`config.mk`:
```
export PLATFORM = sky130hd
export DESIGN_NAME = uart_irq_enable
export DESIGN_NICKNAME = d
export VERILOG_FILES = /design/src/rtl/uart_irq_pkg.sv /design/src/rtl/uart_irq_enable.sv
export SDC_FILE = /design/constraint.sdc
export NUM_CORES = 1
export LEC_CHECK = 0
export BUFFER_PORTS_ARGS = -buffer_cell sky130_fd_sc_hd__buf_2
export CAP_MARGIN = 30
export CELL_PAD_IN_SITES_DETAIL_PLACEMENT = 0
export CELL_PAD_IN_SITES_GLOBAL_PLACEMENT = 1
export CORE_AREA = 2 2 146 105
export DETAILED_ROUTE_END_ITERATION = 6
export DIE_AREA = 0 0 148 107
export HOLD_SLACK_MARGIN = 0.12
export PLACE_DENSITY = 0.85
export SLEW_MARGIN = 20
export SYNTH_ARGS = -nofsm -noshare
export SYNTH_HDL_FRONTEND = slang
export SYNTH_SLANG_ARGS = --single-unit
```
`constraint.sdc`:
```
create_clock -name i_sys_clk -period 2.23 [get_ports i_sys_clk]
set_input_delay 0.1115 -clock i_sys_clk [delete_from_list [all_inputs] [get_ports i_sys_clk]]
set_output_delay 0.1115 -clock i_sys_clk [all_outputs]
set_load 0.05 [all_outputs]
```
`src/rtl/uart_irq_pkg.sv`:
```
// package: register map, field positions, reset values and types of the channel interrupt block
package uart_irq_pkg;

  // register offsets on the three address lines
  localparam logic [2:0] ADDR_TRG_FC = 3'h0;
  localparam logic [2:0] ADDR_MASK = 3'h1;
  localparam logic [2:0] ADDR_FEATURE_CONTROL = 3'h1;
  localparam logic [2:0] ADDR_ISR = 3'h2;
  localparam logic [2:0] ADDR_EFR = 3'h2;
  localparam logic [2:0] ADDR_RESUME_CHAR_ONE = 3'h4;
  localparam logic [2:0] ADDR_RESUME_CHAR_TWO = 3'h5;
  localparam logic [2:0] ADDR_LSR = 3'h5;
  localparam logic [2:0] ADDR_PAUSE_CHAR_ONE = 3'h6;
  localparam logic [2:0] ADDR_MSR = 3'h6;
  localparam logic [2:0] ADDR_PAUSE_CHAR_TWO = 3'h7;

  localparam logic [7:0] ENHANCED_KEY = 8'hBF;
  localparam int LCR_DIVISOR_BIT = 7;
  localparam int EFR_GATE_BIT = 4;
  localparam logic [7:0] MASK_GATED_BITS = 8'hF0;
  localparam logic [7:0] MASK_RESET = 8'h00;
  localparam logic [7:0] REG_RESET = 8'h00;

  // interrupt source codes for status bits 5:0
  localparam logic [5:0] ISR_LINE = 6'h06;
  localparam logic [5:0] ISR_TIMEOUT = 6'h0C;
  localparam logic [5:0] ISR_RXDATA = 6'h04;
  localparam logic [5:0] ISR_TRANSMIT_READY_N = 6'h02;
  localparam logic [5:0] ISR_MODEM = 6'h00;
  localparam logic [5:0] ISR_XOFF = 6'h10;
  localparam logic [5:0] ISR_FLOW = 6'h20;
  localparam logic [5:0] ISR_NONE = 6'h01;

  // status coming from the uart core of this channel
  typedef struct packed {
    logic [7:0] rx_level;
    logic [7:0] rx_trigger;
    logic [7:0] tx_level;
    logic [7:0] tx_trigger;
    logic [7:0] modem_status;
    logic fifo_enable;
    logic char_loaded;
    logic overrun;
    logic head_parity;
    logic head_framing;
    logic head_break;
    logic fifo_error;
    logic thr_empty;
    logic tsr_empty;
    logic rx_timeout;
    logic modem_delta;
    logic xoff_rx;
    logic xon_rx;
    logic rts_pin;
    logic cts_pin;
  } core_status_t;

  // configuration handed back to the core
  typedef struct packed {
    logic [7:0] mask;
    logic [7:0] feature;
    logic [7:0] enhanced;
    logic [7:0] trigger;
    logic [7:0] resume_one;
    logic [7:0] resume_two;
    logic [7:0] pause_one;
    logic [7:0] pause_two;
    logic trigger_wr;
  } chan_config_t;

endpackage

```
`src/rtl/uart_irq_enable.sv`:
```
// module: per-channel interrupt mask, status and enhanced register logic
`timescale 1ns/100ps
module uart_irq_enable (
  input wire logic i_sys_clk, // 200 MHz clock
  input wire logic i_reset_n, // synchronous reset, active low
  input wire logic i_clk_en, // freezes all state while low
  input wire logic [2:0] i_addr, // register address lines
  input wire logic i_rd, // read strobe, one cycle
  input wire logic i_wr, // write strobe, one cycle
  input wire logic [7:0] i_wdata, // write data
  input wire logic [7:0] i_line_control, // line control register value
  input wire logic i_global_status_select_n, // low selects ready flag read
  input wire logic [3:0] i_all_rx_ready_n, // receive ready of channels D..A
  input wire logic [3:0] i_all_tx_ready_n, // transmit ready of channels D..A
  input wire logic [7:0] i_fifo_count, // fifo count read value
  input wire uart_irq_pkg::core_status_t i_core, // core status
  output logic [7:0] o_rdata, // read data, valid the cycle after i_rd
  output logic o_irq, // channel interrupt request, active high
  output logic o_rx_ready_n, // receive ready, active low
  output logic o_tx_ready_n, // transmit ready, active low
  output logic o_sleep_en, // sleep mode enable
  output logic o_thr_read_clr, // pulse: status read cleared sources
  output uart_irq_pkg::chan_config_t o_cfg // register contents to the core
);

  // ==========================================================
  // state
  typedef struct packed {
    uart_irq_pkg::chan_config_t cfg;
    logic overrun;
    logic line_pend;
    logic modem_pend;
    logic tx_pend;
    logic pause_pend;
    logic flow_pend;
    logic prev_rts;
    logic prev_cts;
    logic prev_tx_cond;
    logic [7:0] rdata;
    logic irq;
    logic rx_ready_n;
    logic tx_ready_n;
    logic read_clr;
  } state_t;

  state_t st;
  state_t next_st;

  logic enhanced_sel;
  logic std_sel;
  logic gate;
  logic rx_cond;
  logic tx_cond;
  logic line_event;
  logic [7:0] line_status;
  logic [7:0] isr_value;
  logic en_line;
  logic en_timeout;
  logic en_rx;
  logic en_tx;
  logic en_modem;
  logic en_pause;
  logic en_flow;
  logic rd_lsr;
  logic rd_msr;
  logic rd_isr;
  logic wr_mask;
  logic wr_thr;

  // ==========================================================
  // decode and source conditions
  always_comb begin
    enhanced_sel = (i_line_control == uart_irq_pkg::ENHANCED_KEY);
    std_sel = !i_line_control[uart_irq_pkg::LCR_DIVISOR_BIT];
    gate = st.cfg.enhanced[uart_irq_pkg::EFR_GATE_BIT];
    rd_lsr = i_rd && i_global_status_select_n && std_sel && (i_addr == uart_irq_pkg::ADDR_LSR);
    rd_msr = i_rd && i_global_status_select_n && std_sel && (i_addr == uart_irq_pkg::ADDR_MSR);
    rd_isr = i_rd && i_global_status_select_n && std_sel && (i_addr == uart_irq_pkg::ADDR_ISR);
    wr_mask = i_wr && std_sel && (i_addr == uart_irq_pkg::ADDR_MASK);
    wr_thr = i_wr && std_sel && (i_addr == uart_irq_pkg::ADDR_TRG_FC);
    // receive data: trigger level in fifo mode, any character otherwise
    if (i_core.fifo_enable) begin
      rx_cond = (i_core.rx_level >= i_core.rx_trigger);
    end else begin
      rx_cond = (i_core.rx_level != 8'h00);
    end
    if (i_core.fifo_enable) begin
      tx_cond = (i_core.tx_level < i_core.tx_trigger);
    end else begin
      tx_cond = i_core.thr_empty;
    end
    line_event = (i_core.char_loaded &&
                  (i_core.head_parity || i_core.head_framing || i_core.head_break))
                 || i_core.overrun;
    // data ready follows fifo occupancy, so it rises on the first load
    line_status[0] = (i_core.rx_level != 8'h00);
    line_status[1] = st.overrun;
    line_status[2] = i_core.head_parity;
    line_status[3] = i_core.head_framing;
    line_status[4] = i_core.head_break;
    line_status[5] = i_core.thr_empty;
    line_status[6] = i_core.thr_empty && i_core.tsr_empty;
    line_status[7] = i_core.fifo_error;
    // a mask bit only gates its source; pending flags keep running, except flow_pend, which sets only while mask bit 6 or 7 is on
    en_line = st.cfg.mask[2] && st.line_pend;
    en_timeout = st.cfg.mask[0] && i_core.rx_timeout;
    en_rx = st.cfg.mask[0] && rx_cond;
    en_tx = st.cfg.mask[1] && st.tx_pend;
    en_modem = st.cfg.mask[3] && st.modem_pend;
    en_pause = st.cfg.mask[5] && st.pause_pend;
    en_flow = (st.cfg.mask[6] || st.cfg.mask[7]) && st.flow_pend;
    isr_value[7:6] = {2{i_core.fifo_enable}};
    if (en_line) begin
      isr_value[5:0] = uart_irq_pkg::ISR_LINE;
    end else if (en_timeout) begin
      isr_value[5:0] = uart_irq_pkg::ISR_TIMEOUT;
    end else if (en_rx) begin
      isr_value[5:0] = uart_irq_pkg::ISR_RXDATA;
    end else if (en_tx) begin
      isr_value[5:0] = uart_irq_pkg::ISR_TRANSMIT_READY_N;
    end else if (en_modem) begin
      isr_value[5:0] = uart_irq_pkg::ISR_MODEM;
    end else if (en_pause) begin
      isr_value[5:0] = uart_irq_pkg::ISR_XOFF;
    end else if (en_flow) begin
      isr_value[5:0] = uart_irq_pkg::ISR_FLOW;
    end else begin
      isr_value[5:0] = uart_irq_pkg::ISR_NONE;
    end
  end

  // ==========================================================
  // next state
  always_comb begin
    next_st = st;
    next_st.cfg.trigger_wr = 1'b0;
    next_st.read_clr = 1'b0;
    // register writes
    if (i_wr) begin
      if (enhanced_sel) begin
        if (i_addr == uart_irq_pkg::ADDR_TRG_FC) begin
          next_st.cfg.trigger = i_wdata;
          next_st.cfg.trigger_wr = 1'b1;
        end else if (i_addr == uart_irq_pkg::ADDR_FEATURE_CONTROL) begin
          next_st.cfg.feature = i_wdata;
        end else if (i_addr == uart_irq_pkg::ADDR_EFR) begin
          next_st.cfg.enhanced = i_wdata;
        end else if (i_addr == uart_irq_pkg::ADDR_RESUME_CHAR_ONE) begin
          next_st.cfg.resume_one = i_wdata;
        end else if (i_addr == uart_irq_pkg::ADDR_RESUME_CHAR_TWO) begin
          next_st.cfg.resume_two = i_wdata;
        end else if (i_addr == uart_irq_pkg::ADDR_PAUSE_CHAR_ONE) begin
          next_st.cfg.pause_one = i_wdata;
        end else if (i_addr == uart_irq_pkg::ADDR_PAUSE_CHAR_TWO) begin
          next_st.cfg.pause_two = i_wdata;
        end
      end else if (wr_mask) begin
        // upper nibble keeps its value unless the enhanced gate is open
        if (gate) begin
          next_st.cfg.mask = i_wdata;
        end else begin
          next_st.cfg.mask = (st.cfg.mask & uart_irq_pkg::MASK_GATED_BITS)
                             | (i_wdata & ~uart_irq_pkg::MASK_GATED_BITS);
        end
      end
    end
    // sticky overrun, cleared by a line status read; a new event wins
    if (rd_lsr) begin
      next_st.overrun = 1'b0;
      next_st.line_pend = 1'b0;
    end
    if (i_core.overrun) begin
      next_st.overrun = 1'b1;
    end
    if (line_event) begin
      next_st.line_pend = 1'b1;
    end
    if (rd_msr) begin
      next_st.modem_pend = 1'b0;
      next_st.flow_pend = 1'b0;
    end
    if (i_core.modem_delta) begin
      next_st.modem_pend = 1'b1;
    end
    next_st.prev_rts = i_core.rts_pin;
    next_st.prev_cts = i_core.cts_pin;
    if ((st.cfg.mask[6] && i_core.rts_pin && !st.prev_rts) ||
        (st.cfg.mask[7] && i_core.cts_pin && !st.prev_cts)) begin
      next_st.flow_pend = 1'b1;
    end
    // transmit ready: cleared by a status read or a holding write
    next_st.prev_tx_cond = tx_cond;
    if (rd_isr || wr_thr) begin
      next_st.tx_pend = 1'b0;
    end
    if (tx_cond && !st.prev_tx_cond) begin
      next_st.tx_pend = 1'b1;
    end
    if (wr_mask && i_wdata[1] && !st.cfg.mask[1] && tx_cond) begin
      next_st.tx_pend = 1'b1;
    end
    // pause character: cleared by a status read or a resume character
    if (rd_isr || i_core.xon_rx) begin
      next_st.pause_pend = 1'b0;
    end
    if (i_core.xoff_rx) begin
      next_st.pause_pend = 1'b1;
    end
    next_st.read_clr = rd_isr || rd_lsr || rd_msr;
    // read data path, registered one cycle after the strobe
    if (i_rd) begin
      if (!i_global_status_select_n) begin
        next_st.rdata = {i_all_rx_ready_n, i_all_tx_ready_n};
      end else if (enhanced_sel) begin
        if (i_addr == uart_irq_pkg::ADDR_TRG_FC) begin
          next_st.rdata = i_fifo_count;
        end else if (i_addr == uart_irq_pkg::ADDR_FEATURE_CONTROL) begin
          next_st.rdata = st.cfg.feature;
        end else if (i_addr == uart_irq_pkg::ADDR_EFR) begin
          next_st.rdata = st.cfg.enhanced;
        end else if (i_addr == uart_irq_pkg::ADDR_RESUME_CHAR_ONE) begin
          next_st.rdata = st.cfg.resume_one;
        end else if (i_addr == uart_irq_pkg::ADDR_RESUME_CHAR_TWO) begin
          next_st.rdata = st.cfg.resume_two;
        end else if (i_addr == uart_irq_pkg::ADDR_PAUSE_CHAR_ONE) begin
          next_st.rdata = st.cfg.pause_one;
        end else if (i_addr == uart_irq_pkg::ADDR_PAUSE_CHAR_TWO) begin
          next_st.rdata = st.cfg.pause_two;
        end else begin
          next_st.rdata = 8'h00;
        end
      end else if (std_sel) begin
        // polled mode reads these without any interrupt enabled
        if (i_addr == uart_irq_pkg::ADDR_MASK) begin
          next_st.rdata = st.cfg.mask;
        end else if (i_addr == uart_irq_pkg::ADDR_ISR) begin
          next_st.rdata = isr_value;
        end else if (i_addr == uart_irq_pkg::ADDR_LSR) begin
          next_st.rdata = line_status;
        end else if (i_addr == uart_irq_pkg::ADDR_MSR) begin
          next_st.rdata = i_core.modem_status;
        end else begin
          next_st.rdata = 8'h00;
        end
      end else begin
        next_st.rdata = 8'h00;
      end
    end
    next_st.irq = en_line || en_timeout || en_rx || en_tx || en_modem
                  || en_pause || en_flow;
    next_st.rx_ready_n = !rx_cond;
    next_st.tx_ready_n = !tx_cond;
  end

  // ==========================================================
  // registers
  always_ff @(posedge i_sys_clk) begin
    if (!i_reset_n) begin
      st <= '0;
      st.cfg.mask <= uart_irq_pkg::MASK_RESET;
      st.cfg.feature <= uart_irq_pkg::REG_RESET;
      st.cfg.enhanced <= uart_irq_pkg::REG_RESET;
      st.rx_ready_n <= 1'b1;
      st.tx_ready_n <= 1'b1;
    end else if (i_clk_en) begin
      st <= next_st;
    end
  end

  assign o_rdata = st.rdata;
  assign o_irq = st.irq;
  assign o_rx_ready_n = st.rx_ready_n;
  assign o_tx_ready_n = st.tx_ready_n;
  assign o_sleep_en = st.cfg.mask[4];
  assign o_thr_read_clr = st.read_clr;
  assign o_cfg = st.cfg;
endmodule

```
==> impl_metrics.csv, run 1 <==
group,metric,value,unit
cts,post_cts_resize_count,0,
setup_path,kind_of_end_point_of_the_critical_path,"flop",
yosys,synth.top_cells.by_area,"sky130_fd_sc_hd__dfxtp_1, sky130_fd_sc_hd__mux2i_1, sky130_fd_sc_hd__buf_4",
yosys,synthesized_netlist_cell_count,615,
routing,drtAntennaViolNets,0,
setup_path,timing_worst_setup_path_type,"primary input to flop",
yosys,synth_fp_nets,726,
cells_and_area,num-fill-cells,1498,
yosys,synth_most_common_cell,"sky130_fd_sc_hd__dfxtp_1",
sta,hold_viol,0,
cells_and_area,area.sequential,0.00172,mm²
setup_path,path_max_fanout,13,
routing,drt_first_pass_iters,5,
cells_and_area,design.final.nets,834,
sta,rsz_0062_raised_after_global_routing,"false",
placement,place.port_buffers,173,
setup_path,timing.reg2reg.worst_path_depth,4,
routing,routed_wl,16.9,mm
cells_and_area,area_growth_syn_to_layout,19.5,%
yosys,synth_top_area_frac,0.329,
sta,setup_viol,0,
cts,tritoncts_clock_tree,"done",
yosys,yosys.area.top_type,"sky130_fd_sc_hd__dfxtp_1",
power_and_ir_drop,static-leakage-power,2.70,nW
run_status,outcome,"finished, final reports clean",
sta,final_max_slew_viol_count,0,
routing,count_of_routing_violations_after_the_opening_detailed_route_iteration,430,
yosys,ys_top_cells_by_count,"sky130_fd_sc_hd__dfxtp_1, sky130_fd_sc_hd__nor2_1, sky130_fd_sc_hd__buf_4",
cts,cts.clk_slew.worst_paths,60,ps
floorplan,start_util,0.363,
sta,setup-tns-final,0,ps
cts,root_buffer_selected_by_cts,"sky130_fd_sc_hd__clkbuf_16",
yosys,ys_seq_elements,86,
global_routing,grt_pass1_wl,25.8,mm
floorplan,floorplan.core_area,0.0144,mm²
cts,cts_htree_levels,3,
sta,final.min_clock_period,1730,ps
yosys,yosysSeqAreaShare,0.329,
yosys,cell_area_after_synthesis,0.00524,mm²
setup_path,regToRegEndpoint,"o_rdata[0]",
setup_path,timing.rr.start,"o_cfg[62]",
job,drv.max_cap_violation_count,0,
power_and_ir_drop,post-layout-total-power,3.70,mW
hold_path,timing.hold.worst.class,"primary input to flop",
global_routing,grt.total_usage,0.211,
global_routing,antenna_found_initial,0,
power_and_ir_drop,ir_worst_vdd,312,µV
cells_and_area,diodes,0,
sta,slew-limit-headroom,0.580,
sta,fin_crit_sh,0.776,
cells_and_area,multi_input_gate_area,0.00273,mm²
setup_path,worst_ep_arrival_time,2000,ps
yosys,async_flop_share,0,
setup_path,worstPathRequired,2500,ps
placement,dpl.hpwl,13.1,mm
cts,clock_path_buffers,2,
floorplan,row_count,37,
power_and_ir_drop,p_per_area,591,mW/mm²
yosys,synthDistinctLibCells,61,
routing,detailed_route_vias_per_instance,5.18,
cts,worst_skew_pair.late_latency,340,ps
global_routing,grt_max_degree,50,
cells_and_area,final_layout_size_suffix_gt1_frac,0.327,
cells_and_area,final_core_util,0.433,
setup_path,setup.worst_path.end,"o_rdata[4]",
sta,setup_slack,500,ps
routing,detail_route.wl_per_cell,18.3,µm
global_routing,globalRoute.totalOverflow,0,
global_routing,first_global_vias,4572,
routing,post-route-drc-count,0,
floorplan,die_width,148,µm
placement,place_congestion,0.931,
floorplan,die-height,107,µm
sta,worstMarginPinSlew,628,ps
setup_path,setup.worst_path.start,"i_reset_n",
yosys,yosysWarnings,0,
cts,cts_inserted_buffers,9,
routing,route.vias.total,4783,
cts,clkSinkCount,86,
setup_path,start_kind,"primary input",
sta,fmax,578,MHz
floorplan,boundaryPins,174,
yosys,synth_enable_flop_cells,0,
setup_path,r2r_slack,600,ps
sta,finClkSkew,4.61,ps
floorplan,fp.dieArea,0.0158,mm²
yosys,synth_area_per_cell,8.52,µm²
placement,pre_cts_slack,172,ps
yosys,ys.flop_type,"sky130_fd_sc_hd__dfxtp_1",
layout by cell type, fill, tap and decap left out, drive strengths merged, types with 4 or more instances in the layout:
cell	n
a21oi	32
a221oi	5
a22oi	8
a31oi	4
a32oi	4
and2	4
buf	196
clkbuf	11
dfxtp	86
dlygate4sd3	10
ha	15
inv	26
mux2	13
mux2i	64
nand2	33
nand3	12
nand3b	5
nor2	86
nor2b	8
nor3	7
nor4	6
o21a	4
o21ai	27
o22ai	6
what timing repair did:
item,in CTS,in global routing
buffers inserted,0,0
hold buffers,10,0
endpoints found under the hold margin,12,0
area by class of cell:
type / instances / area share
well taps: 195 / 0.0390
flip-flops and latches: 86 / 0.275
inverters: 26 / 0.0156
clock inverters: 5 / 0.0132
multi-input cells: 394 / 0.436
clock buffers: 11 / 0.0372
repair buffers: 206 / 0.184
critical path, stage by stage:
cell	delay, ps
sky130_fd_sc_hd__dlygate4sd3_1	550
sky130_fd_sc_hd__buf_2	250
sky130_fd_sc_hd__inv_2	170
sky130_fd_sc_hd__a21oi_1	180
sky130_fd_sc_hd__or4b_2	590
sky130_fd_sc_hd__o21ai_0	150
kinds of logic after synthesis:
logic type | Yosys count | share of synthesized area
AO/OA/AOI/OAI | 117 | 0.146
multiplexers | 80 | 0.163
adder cells (fa/ha/maj) | 15 | 0.0358
AND/OR/NAND/NOR | 182 | 0.175
flip-flops | 86 | 0.329
buffers and inverters | 135 | 0.152
worst min-delay path by stage:
| stage | end | from | cells past startpoint | slack, ps |
|---|---|---|---|---|
| 4_1_cts | o_cfg[62] | i_wdata[5] | 3 | 120 |
| 6_report | o_cfg[62] | i_wdata[5] | 3 | 120 |
| 3_5_place_dp | st[14] | i_core[1] | 3 | 380 |
| 5_1_grt | o_cfg[62] | i_wdata[5] | 3 | 160 |
| 2_1_floorplan | st[13] | i_core[0] | 2 | 260 |
| 3_3_place_gp | st[16] | i_core[3] | 3 | 370 |
sequential cells by signal, summed over array words and instances (netlist names):
name / cells
o_rdata: 8
o_cfg: 65
o_irq: 1
o_thr_read_clr: 1
st: 8
o_rx_ready_n: 1
o_tx_ready_n: 1
line_status: 1
where the power goes:
| part | total, mW | leakage, nW | internal, mW | switching (mW) |
|---|---|---|---|---|
| combinational | 0.497 | 1.85 | 0.191 | 0.305 |
| sequential | 1.57 | 0.696 | 1.56 | 0.0151 |
| clock | 1.62 | 0.154 | 0.987 | 0.637 |
| total | 3.70 | 2.70 | 2.74 | 0.958 |
routing by layer:
metal  share of wire  vias to the layer above  global-route usage  wire [µm]
met1            0.49                     2271               0.313       8200
met2            0.42                      189               0.312       7090
li1                -                     2311                   -          -
met5               0                        -                   0          0
met4          0.0072                        0              0.0354        121
met3           0.086                       12              0.0536       1450
metrics by stage:
step / std cells / area, µm² / hold slack (ps)
2_1_floorplan: 615 / 5240 / 258
3_3_place_gp: 897 / 5840 / 372
3_5_place_dp: 897 / 5840 / 379
4_1_cts: 923 / 6260 / 122
5_1_grt: 923 / 6260 / 158
6_report: 923 / 6260 / 125
Power figures use the tool's default switching activity.
==> inputs of run 2 (changes only) <==
Settings changed: CORE_AREA 2 2 146 105 to 2 2 152 109, DIE_AREA 0 0 148 107 to 0 0 154 111, PLACE_DENSITY 0.85 to 0.83.
Clock period 2.23 ns to 1.5 ns, I/O delays scaled along.
==> run 2 against run 1 <==
The flow now finishes with violations (setup timing). Combinational power increased by 78%. Via count rose by 5.6%. Register-to-register slack lost 630 ps. Die area increased by 7.9%. Flip-flop and latch count stayed put. Sequential share of layout area is 2.7 points lower. Clock power rose by 36%. Critical path depth fell by 2. Critical path type is now flop to flop. Highest routed layer unchanged.
==> impl_metrics.csv, run 2 (synthesis gave the netlist of run 1 again) <==
group,metric,value,unit
placement,pre_cts_slack,-303,ps
setup_path,timing.critical_path.buf_inv,0,
setup_path,critPathSlowestCell,"sky130_fd_sc_hd__a222oi_1",
job,drv.max_cap_violation_count,0,
global_routing,grt_pass1_wl,27.7,mm
floorplan,row_count,39,
global_routing,grt_max_degree,35,
cts,clkSinkCount,86,
hold_path,min_path_cells,3,
sta,worstMarginPinSlew,465,ps
routing,post-route-drc-count,0,
setup_path,crit_cells,4,
global_routing,grt.total_usage,0.211,
setup_path,worstPathRequired,1720,ps
setup_path,timing.reg2reg.worst_path_depth,4,
routing,route.vias.total,5052,
sta,final.min_clock_period,1530,ps
power_and_ir_drop,internal_power,4.01,mW
setup_path,timing_worst_setup_path_type,"flop to flop",
routing,detail_route.wl_per_cell,18.0,µm
cts,tritoncts_clock_tree,"done",
floorplan,boundaryPins,174,
floorplan,fp.dieArea,0.0171,mm²
setup_path,start_kind,"flop",
power_and_ir_drop,combinationalPowerShare,0.163,
setup_path,worst_ep_arrival_time,1750,ps
cells_and_area,layout.cells.most_common_list,"sky130_fd_sc_hd__buf_2, sky130_fd_sc_hd__buf_4, sky130_fd_sc_hd__nor2_1, sky130_fd_sc_hd__dfxtp_1, sky130_fd_sc_hd__mux2i_1",
hold_path,timing.hold.worst.class,"primary input to flop",
placement,dp.cells,981,
routing,routed_wl,18.1,mm
routing,drtAntennaViolNets,0,
cells_and_area,design.final.nets,909,
cells_and_area,finish.instance_area,0.00696,mm²
placement,place_congestion,0.943,
cts,cts.clk_slew.worst_paths,60,ps
cells_and_area,final_cells,1005,
floorplan,start_util,0.330,
sta,setup_viol,1,
floorplan,die_width,154,µm
cells_and_area,final_layout_size_suffix_gt1_frac,0.406,
cts,worst_skew_pair.late_latency,340,ps
routing,drt_first_pass_iters,5,
setup_path,path_cells,"mux2_4, a222oi_1, a21oi_2, o311a_1",
cells_and_area,largest_register_ff_count,65,
global_routing,globalRoute.totalOverflow,0,
global_routing,antenna_found_initial,0,
routing,detailed_route_vias_per_instance,5.03,
sta,fmax,655,MHz
cells_and_area,area.sequential,0.00173,mm²
cells_and_area,diodes,0,
sta,slew-limit-headroom,0.689,
sta,hold_viol,0,
global_routing,first_global_vias,4905,
sta,fin_crit_sh,1.02,
placement,dpl.hpwl,14.3,mm
cts,clock_path_buffers,2,
power_and_ir_drop,static-leakage-power,3.10,nW
cts,cts_htree_levels,3,
floorplan,die-height,111,µm
cells_and_area,area_growth_syn_to_layout,32.8,%
sta,finClkSkew,6.92,ps
placement,detailed_place.area,0.00649,mm²
run_status,failed_checks,"setup timing",
setup_path,kind_of_end_point_of_the_critical_path,"flop",
sta,setup_slack,-26.9,ps
power_and_ir_drop,p_switching,1.42,mW
setup_path,critical-path-top-delay-family,"compound AO/OA/AOI/OAI gates",
setup_path,path_max_fanout,3,
setup_path,critPathMaxStageDelay,370,ps
placement,place.port_buffers,173,
floorplan,floorplan.core_area,0.0159,mm²
power_and_ir_drop,sequentialPowerShare,0.431,
cts,root_buffer_selected_by_cts,"sky130_fd_sc_hd__clkbuf_16",
cells_and_area,mostFrequentLayoutCell,"sky130_fd_sc_hd__buf_2",
power_and_ir_drop,clockPowerShare,0.407,
power_and_ir_drop,switching_share,0.261,
run_status,outcome,"complete, but fails checks",
power_and_ir_drop,p_per_area,780,mW/mm²
sta,rsz_0062_raised_after_global_routing,"true",
sta,final_max_slew_viol_count,0,
cells_and_area,num-fill-cells,1589,
routing,count_of_routing_violations_after_the_opening_detailed_route_iteration,306,
power_and_ir_drop,ir_worst_vdd,467,µV
cts,cts_inserted_buffers,9,
cells_and_area,multi_input_gate_area,0.00280,mm²
run 2: changes by cell type in the layout (fill, tap and decap cells not counted), sizes merged:
cell | previous run | this run
buf | 196 | 270
bufinv | 2 | 1
clkinv | 3 | 2
dlygate4sd3 | 10 | 11
inv | 26 | 25
run 2: layout make-up:
class,count,area share
clock inverters,2,0.00504
clock buffers,11,0.0349
repair buffers,281,0.259
multi-input cells,394,0.402
flip-flops and latches,86,0.248
inverters,26,0.0140
well taps,205,0.0369
run 2: power groups by stage:
stage               registers, mW  clock network, mW  logic, mW
finish                       2.34               2.21      0.884
global route                 2.34               2.31      0.961
CTS                          2.34               2.25      0.866
detailed placement           2.39                  0      0.834
global placement             2.39                  0      0.830
floorplan                    2.41                  0      0.411
run 2: what timing repair did:
item | CTS | global route
hold buffers | 11 | 0
buffers inserted | 0 | 1
pin swaps | 3 | 8
endpoints found under the hold margin | 20 | 0
gates resized for setup | 8 | 16
endpoints found under the setup margin | 4 | 18
run 2: final timing paths:
check,from,endpoint,slack [ps]
max,o_cfg[52],o_rdata[3],-30
min,i_wdata[3],o_cfg[12],130
max reg2reg,o_cfg[52],o_rdata[3],-30
min reg2reg,o_rdata[6],o_rdata[6],470
run 2: worst register-to-register path: stages, from the launching register on:
cell and delay [ps]:
sky130_fd_sc_hd__dfxtp_2 330, sky130_fd_sc_hd__mux2_4 250, sky130_fd_sc_hd__a222oi_1 370, sky130_fd_sc_hd__a21oi_2 130
sky130_fd_sc_hd__o311a_1 320
run 2: metal layers:
metal  up-vias  track usage  part of all wire
li1       2463            -                 -
met1      2363        0.302              0.48
met2       207        0.309              0.41
met3        19       0.0692             0.089
met4         0       0.0442             0.013
met5         -            0                 0
run 2: through the flow:
| step | hold WS (ps) | util | TNS [ps] | power, mW |
|---|---|---|---|---|
| after CTS | 122 | 0.435 | -14.4 | 5.45 |
| after detailed placement | 310 | 0.409 | -14910 | 3.22 |
| after floorplan | 222 | - | -3710 | 2.82 |
| after global placement | 308 | 0.409 | -13020 | 3.22 |
| after global routing | 131 | 0.439 | -114 | 5.61 |
| final | 131 | 0.439 | -26.9 | 5.43 |
